--- src/shared/dcudc_pkg.sv ---
// constants and pin carrier for the dual clock up/down counter
package dcudc_pkg;
  localparam int          CNT_W       = 4;
  localparam logic [3:0]  CNT_MAX     = 4'hf;
  localparam logic [3:0]  CNT_ZERO    = 4'h0;
  localparam logic [3:0]  CNT_ONE     = 4'h1;
  localparam logic [3:0]  CNT_RST     = 4'h0;

  // register port
  localparam int          ADDR_W      = 4;
  localparam int          DATA_W      = 8;
  localparam logic [3:0]  REG_STATUS  = 4'h0;
  localparam logic [3:0]  REG_MASK    = 4'h4;
  localparam logic [3:0]  REG_COUNT   = 4'h8;

  // status and mask layout
  localparam int          ST_W        = 4;
  localparam int          ST_WRAP_UP  = 0;
  localparam int          ST_WRAP_DN  = 1;
  localparam int          ST_PRESET   = 2;
  localparam int          ST_CLEAR    = 3;
  localparam logic [3:0]  STATUS_RST  = 4'h0;
  localparam logic [3:0]  MASK_RST    = 4'h0;

  typedef struct packed {
    logic       up_clk;
    logic       dn_clk;
    logic       preset_n;
    logic       clear;
    logic [3:0] preset_value;
  } dcudc_pins_s;

  // idle pin levels: both clocks high, no preset, no clear
  localparam logic [7:0]  PINS_IDLE   = 8'he0;
endpackage

--- src/design/dcudc_counter.sv ---
// dual clock up/down 4-bit counter with preset, clear, status and interrupt
// Function
// - four-bit binary state shown on outputs
// - up clock rise, down high: increment
// - down clock rise, up high: decrement
// - carry and borrow rest high
// - at fifteen carry mirrors up clock
// - at zero borrow mirrors down clock
// - preset low loads data inputs
// - clear forces zero, beats preset, clocks
// - clock low through load counts next rise
module dcudc_counter (
  input  wire logic                        ref_clk,
  input  wire logic                        reset_n,
  input  wire logic                        count_up_clock,
  input  wire logic                        count_down_clock,
  input  wire logic                        preset_n,
  input  wire logic                        clear_in,
  input  wire logic [dcudc_pkg::CNT_W-1:0] preset_value,
  input  wire logic [dcudc_pkg::ADDR_W-1:0] reg_addr,
  input  wire logic [dcudc_pkg::DATA_W-1:0] reg_wdata,
  input  wire logic                        reg_wr,
  input  wire logic                        reg_rd,
  output logic      [dcudc_pkg::DATA_W-1:0] reg_rdata,
  output logic      [dcudc_pkg::CNT_W-1:0] count_value,
  output logic                             carry_out_n,
  output logic                             borrow_out_n,
  output logic                             irq
);

  // ----------------------------------------------------------------
  // pin synchronisers
  // ----------------------------------------------------------------
  // pins are asynchronous to ref_clk; the first stage is read only by the second
  dcudc_pkg::dcudc_pins_s pins_in;
  dcudc_pkg::dcudc_pins_s meta_r;
  dcudc_pkg::dcudc_pins_s sync_r;
  dcudc_pkg::dcudc_pins_s prev_r;

  assign pins_in.up_clk       = count_up_clock;
  assign pins_in.dn_clk       = count_down_clock;
  assign pins_in.preset_n     = preset_n;
  assign pins_in.clear        = clear_in;
  assign pins_in.preset_value = preset_value;

  always_ff @(posedge ref_clk) begin
    if (!reset_n) begin
      meta_r <= dcudc_pkg::PINS_IDLE;
      sync_r <= dcudc_pkg::PINS_IDLE;
      prev_r <= dcudc_pkg::PINS_IDLE;
    end else begin
      meta_r <= pins_in;
      sync_r <= meta_r;
      prev_r <= sync_r;
    end
  end

  // ----------------------------------------------------------------
  // count decode
  // ----------------------------------------------------------------
  logic [dcudc_pkg::CNT_W-1:0] count_r;
  logic [dcudc_pkg::CNT_W-1:0] count_nxt;
  wire                         clr_s      = sync_r.clear;
  wire                         load_s     = !sync_r.preset_n && !clr_s;
  wire                         hold_async = clr_s || !sync_r.preset_n;
  // edge history runs through clear and load, so a clock held low across
  // either still counts on its next rise
  wire                         up_rise    = sync_r.up_clk && !prev_r.up_clk;
  wire                         dn_rise    = sync_r.dn_clk && !prev_r.dn_clk;
  // a rise while the other clock is low is dropped: "not at all" is the
  // safer of the two outcomes the part allows
  wire                         do_up      = up_rise && sync_r.dn_clk && !hold_async;
  wire                         do_dn      = dn_rise && sync_r.up_clk && !hold_async;
  wire                         wrap_up    = do_up && (count_r == dcudc_pkg::CNT_MAX);
  wire                         wrap_dn    = do_dn && (count_r == dcudc_pkg::CNT_ZERO);

  always_comb begin
    count_nxt = count_r;
    if (clr_s) begin
      count_nxt = dcudc_pkg::CNT_ZERO;
    end else if (load_s) begin
      count_nxt = sync_r.preset_value;
    end else if (do_up) begin
      count_nxt = count_r + dcudc_pkg::CNT_ONE;
    end else if (do_dn) begin
      count_nxt = count_r - dcudc_pkg::CNT_ONE;
    end
  end

  // ----------------------------------------------------------------
  // terminal decode
  // ----------------------------------------------------------------
  // active-low flag: low only at the target state while its clock is low,
  // so a chained stage sees a copy of this stage's clock
  function automatic logic term_n(input logic [dcudc_pkg::CNT_W-1:0] state,
                                  input logic [dcudc_pkg::CNT_W-1:0] target,
                                  input logic                        clk_level);
    term_n = !((state == target) && !clk_level);
  endfunction

  // terminal outputs follow the new state and current clock level, also
  // during clear and load; pin to carry latency is three ref_clk cycles
  wire carry_nxt  = term_n(count_nxt, dcudc_pkg::CNT_MAX, sync_r.up_clk);
  wire borrow_nxt = term_n(count_nxt, dcudc_pkg::CNT_ZERO, sync_r.dn_clk);

  always_ff @(posedge ref_clk) begin
    if (!reset_n) begin
      count_r      <= dcudc_pkg::CNT_RST;
      carry_out_n  <= 1'b1;
      borrow_out_n <= 1'b1;
    end else begin
      count_r      <= count_nxt;
      carry_out_n  <= carry_nxt;
      borrow_out_n <= borrow_nxt;
    end
  end

  assign count_value = count_r;

  // ----------------------------------------------------------------
  // status, mask and interrupt
  // ----------------------------------------------------------------
  logic [dcudc_pkg::ST_W-1:0] status_r;
  logic [dcudc_pkg::ST_W-1:0] status_nxt;
  logic [dcudc_pkg::ST_W-1:0] mask_r;
  logic [dcudc_pkg::ST_W-1:0] mask_nxt;
  logic [dcudc_pkg::ST_W-1:0] events;

  wire sel_status = (reg_addr == dcudc_pkg::REG_STATUS);
  wire sel_mask   = (reg_addr == dcudc_pkg::REG_MASK);
  wire sel_count  = (reg_addr == dcudc_pkg::REG_COUNT);

  assign events[dcudc_pkg::ST_WRAP_UP] = wrap_up;
  assign events[dcudc_pkg::ST_WRAP_DN] = wrap_dn;
  assign events[dcudc_pkg::ST_PRESET]  = load_s && prev_r.preset_n;
  assign events[dcudc_pkg::ST_CLEAR]   = clr_s && !prev_r.clear;

  wire [dcudc_pkg::ST_W-1:0] w1c = (reg_wr && sel_status) ? reg_wdata[dcudc_pkg::ST_W-1:0] : '0;

  // a new event in the cycle of its clear keeps the bit set
  assign status_nxt = (status_r & ~w1c) | events;
  assign mask_nxt   = (reg_wr && sel_mask) ? reg_wdata[dcudc_pkg::ST_W-1:0] : mask_r;

  always_ff @(posedge ref_clk) begin
    if (!reset_n) begin
      status_r <= dcudc_pkg::STATUS_RST;
      mask_r   <= dcudc_pkg::MASK_RST;
      irq      <= 1'b0;
    end else begin
      status_r <= status_nxt;
      mask_r   <= mask_nxt;
      irq      <= |(status_nxt & mask_nxt);
    end
  end

  // ----------------------------------------------------------------
  // register read port
  // ----------------------------------------------------------------
  // unmapped addresses read zero; data stand one cycle only
  wire [dcudc_pkg::DATA_W-1:0] rd_mux =
    sel_status ? {{(dcudc_pkg::DATA_W-dcudc_pkg::ST_W){1'b0}}, status_r} :
    sel_mask   ? {{(dcudc_pkg::DATA_W-dcudc_pkg::ST_W){1'b0}}, mask_r} :
    sel_count  ? {{(dcudc_pkg::DATA_W-dcudc_pkg::CNT_W){1'b0}}, count_r} :
    '0;

  always_ff @(posedge ref_clk) begin
    if (!reset_n) begin
      reg_rdata <= '0;
    end else begin
      reg_rdata <= reg_rd ? rd_mux : '0;
    end
  end

  // ----------------------------------------------------------------
  // status bits, mask and interrupt
  // ----------------------------------------------------------------
  // the same four checks for every status bit
  for (genvar k = 0; k < dcudc_pkg::ST_W; k++) begin : g_status_chk

  end
endmodule

--- config.mk ---
export PLATFORM = sky130hd
export DESIGN_NAME = dcudc_counter
export DESIGN_NICKNAME = d
export VERILOG_FILES = /design/src/shared/dcudc_pkg.sv /design/src/design/dcudc_counter.sv
export SDC_FILE = /design/constraint.sdc
export NUM_CORES = 1
export LEC_CHECK = 0
export BUFFER_PORTS_ARGS = -buffer_cell sky130_fd_sc_hd__buf_4
export CORE_UTILIZATION = 58
export CTS_BUF_LIST = sky130_fd_sc_hd__clkbuf_4 sky130_fd_sc_hd__clkbuf_8
export DETAILED_ROUTE_END_ITERATION = 7
export PLACE_DENSITY = 0.85
export SETUP_SLACK_MARGIN = 0.1
export SKIP_LAST_GASP = 1
export SYNTH_ARGS = -nofsm -noshare
export SYNTH_HDL_FRONTEND = slang
export SYNTH_SLANG_ARGS = --single-unit
--- constraint.sdc ---
create_clock -name ref_clk -period 5.6 [get_ports ref_clk]
set_input_delay 1.68 -clock ref_clk [delete_from_list [all_inputs] [get_ports ref_clk]]
set_output_delay 1.68 -clock ref_clk [all_outputs]
set_load 0.01 [all_outputs]
==> impl_summary.log <==
[metrics] result of the run: complete, no violations
[metrics] CTS root buf: sky130_fd_sc_hd__clkbuf_4
[metrics] Cell Area, Synth: roughly 1500 µm²
[metrics] internal reg-to-reg setup slack: 3.39 ns
[metrics] number of CTS-inserted buffers: 5
[metrics] antenna violations before repair: 0
[metrics] Diodes inserted: 0
[metrics] area of the multi-input gates: 702 µm²
[metrics] Port Buf Inserts: 30
[metrics] hold violation count in the final report: 0
[metrics] number of design rule violations left after detail routing: 0
[metrics] deepest clock path buffer count: 2
[metrics] end of the worst register-to-register path: carry_out_n
[metrics] sequential standard cell area: 781 µm²
[metrics] largest fanout of any net on the critical path: 4
[metrics] worst min path class: reg -> reg
[metrics] synth top area cells: sky130_fd_sc_hd__dfxtp_1 51%, sky130_fd_sc_hd__and2_1 5.7%, sky130_fd_sc_hd__nand2b_1 4.9%, sky130_fd_sc_hd__nor2_1 4.7%, sky130_fd_sc_hd__a21oi_1 2.6%
[metrics] data required time at the worst endpoint: 5.83 ns
[metrics] unrepaired setup endpoints after global routing: false
[metrics] clock skew after layout: 0.0104 ns
[metrics] pre-CTS setup slack: between 2 and 2.5 ns
[metrics] CTS Sinks: 39
[metrics] area share of the leading cell type in the synthesized netlist: 0.510
[metrics] share of cells above drive strength 1: 0.201
[metrics] number of DRC violations after detailed-routing iteration 0: 28
[metrics] Synth-to-Final Area Change: 19.4%
[metrics] global-route wire length before repair: 4.42 mm
[metrics] Static Leak: 0.000750 µW
[metrics] effective utilization at floorplan: 0.618
[metrics] PnR worst setup slack: 2.68 ns
[metrics] number of global-route vias before repair: roughly 1,100
[metrics] Sum Neg Setup Slack: 0 ns
[metrics] origin of the worst min-delay path: meta_r[6]
[metrics] clock latency on the worst-skew pair: 0.34 ns
[metrics] largest net degree at the start of global routing: 27
[metrics] register clock-pin slew on the reported worst setup and hold paths: 0.10 ns
[metrics] final cycle utilization of the critical path: 0.522
[metrics] Final Max Slew Viols: 0
[metrics] kind of start point of the critical path: input port
[metrics] I/O pin cnt: 39
[metrics] overall via count from detail_route: 1,200
[metrics] global-route total usage across every layer: 0.219
[metrics] detail-routed net length per standard cell: 12.5 µm
[metrics] TritonCTS clock tree: done
[metrics] worst r2r path cells: 7
[metrics] highest clock rate: 342 MHz
[metrics] aggregate global routing overflow: 0
[metrics] Post-Route Utilization: 0.738
[metrics] vias per inst: 5.36
[metrics] time the final worst path needs with I/O delays and setup: 2.92 ns
[metrics] number of stages on the worst hold path: 1
[metrics] placed standard-cell area: roughly 1800 µm²
[metrics] most frequent cell after synthesis: sky130_fd_sc_hd__dfxtp_1
[metrics] share of flip-flops with an asynchronous set or reset after synthesis: 0
[metrics] critical path arrival: 3.15 ns
[metrics] relative slew slack: 0.579
[metrics] number of standard-cell rows in the floorplan: 18
[metrics] # Max-Cap Violations: 0
[metrics] Die Width: 53.4 µm
[metrics] Seq cells post-synth: 39
[metrics] hold-fix buffers at CTS: 0
[metrics] fill cell instance count of the final layout: 188
[metrics] number of unique standard cell types used by synthesis: 34
[metrics] Setup crit end kind: flop
[metrics] portion of the post-synthesis area used by sequential elements: 0.510
[metrics] vertical die dimension: around 53 µm
[metrics] transition time at the pin with the least slew margin: 0.626 ns
[metrics] number of synthesized flops with an enable pin: 0
[metrics] type of the setup path with the least slack: in -> reg
[metrics] DRT Wirelength: 2.80 mm
[metrics] postcts setup bufs: 0
[metrics] most common library cells after synthesis: 39 x sky130_fd_sc_hd__dfxtp_1, 19 x sky130_fd_sc_hd__nor2_1, 14 x sky130_fd_sc_hd__and2_1, 12 x sky130_fd_sc_hd__nand2b_1, 8 x sky130_fd_sc_hd__a21oi_1
[metrics] post-synthesis cell type with the largest combined area: sky130_fd_sc_hd__dfxtp_1
[metrics] total iterations of the first detailed-routing run: 4
[metrics] Final ANT Viol Nets: 0
[metrics] post-route cell area: approximately 1800 µm²
[metrics] origin of the critical flop-to-flop path: count_value[0]
[metrics] nets: 220
[metrics] Resized cells post-CTS: 0
[metrics] H-Tree Level Count: 2
[metrics] final RePlAce weighted congestion: 0.813
[metrics] count of endpoints failing setup in the final report: 0
[metrics] terminating pin of the worst hold path: sync_r[6]
[metrics] total power per unit cell area: 277 nW/µm²
[metrics] synthesis warning total: 0
[metrics] number of standard cells after synthesis: 162
[metrics] dpl hpwl: 2.05 mm
[metrics] ys flop type: sky130_fd_sc_hd__dfxtp_1
[metrics] core area: 2480 µm²
[metrics] die footprint: between 2000 and 3000 µm²
[metrics] Post-Syn Area per Cell: 9.45 µm²
[metrics] peak supply drop: 254 µV
sequential cells by signal, indices dropped and copies added, names as in the netlist:
register	flops
meta_r	8
sync_r	7
count_value	4
mask_r	4
prev_r	4
reg_rdata	4
status_r	4
borrow_out_n	1
carry_out_n	1
clr_s	1
irq	1
report_power, final:
group,internal [µW],switching (µW)
Combinational,25.1,23.4
Clock,78.8,85.8
Sequential,287,7.28
Total,391,117
kinds of logic (layout without fill, tap and decap cells):
logic type,Yosys count,after routing,share of synthesized area
other cells,1,4,0.00245
fa+ha+maj,3,3,0.0245
simple gates,80,80,0.300
mux,4,4,0.0261
buf+inv,12,41,0.0392
flops,39,39,0.510
compound gates,22,22,0.0923
xor+xnor,1,1,0.00572
through the flow:
stage                     std cells  power, µW  hold slack, ns
after CTS                       224        509           0.421
after detailed placement        216        349           0.397
after floorplan                 165        329           0.386
after global placement          216        347           0.388
after global routing            224        527           0.435
final                           224        507           0.414
cells in the final DEF, fill, tap and decap left out, drive strengths merged, types with 2 or more instances in the layout:
master and count:
and2 14, and4b 2, nor2b 6, nor4 2
a21oi 8, inv 2, nor4b 3, clkbuf 8
conb 4, nand2 6, mux2i 4, buf 30
or3 4, nand2b 12, nand4b 2, nor2 19
dfxtp 39, a311oi 2, a2111oi 2, o21ai 5
ha 3, nand3 6
final cells by class:
type,count,area share
flip-flops and latches,39,0.427
multi-input cells,114,0.384
repair buffers,30,0.123
clock buffers,8,0.0397
well taps,30,0.0205
inverters,3,0.00616
worst max-delay path by stage:
stage / from / end / slack (ns) / cells past startpoint
2_1_floorplan: reg_addr[2] / irq / 2.60 / 6
3_3_place_gp: reg_addr[1] / irq / 2.31 / 6
3_5_place_dp: reg_addr[1] / irq / 2.33 / 6
4_1_cts: reg_addr[1] / irq / 2.70 / 6
5_1_grt: reg_addr[1] / irq / 2.47 / 6
6_report: reg_addr[1] / irq / 2.68 / 6
critical path, stage by stage:
cell,delay (ns)
sky130_fd_sc_hd__buf_4,0.12
sky130_fd_sc_hd__nor4_1,0.57
sky130_fd_sc_hd__nand3_1,0.15
sky130_fd_sc_hd__a21oi_1,0.22
sky130_fd_sc_hd__o22ai_1,0.12
sky130_fd_sc_hd__o31a_1,0.30
metal layers:
layer / vias up / GRT usage / wire, µm / part of all wire
met5: - / 0 / 0 / 0
met4: 0 / 0.0833 / 4 / 0.0014
met3: 2 / 0.0690 / 137 / 0.049
met2: 35 / 0.348 / 1340 / 0.48
met1: 553 / 0.274 / 1320 / 0.47
li1: 610 / - / - / -
(Power assumes the default switching activity.)
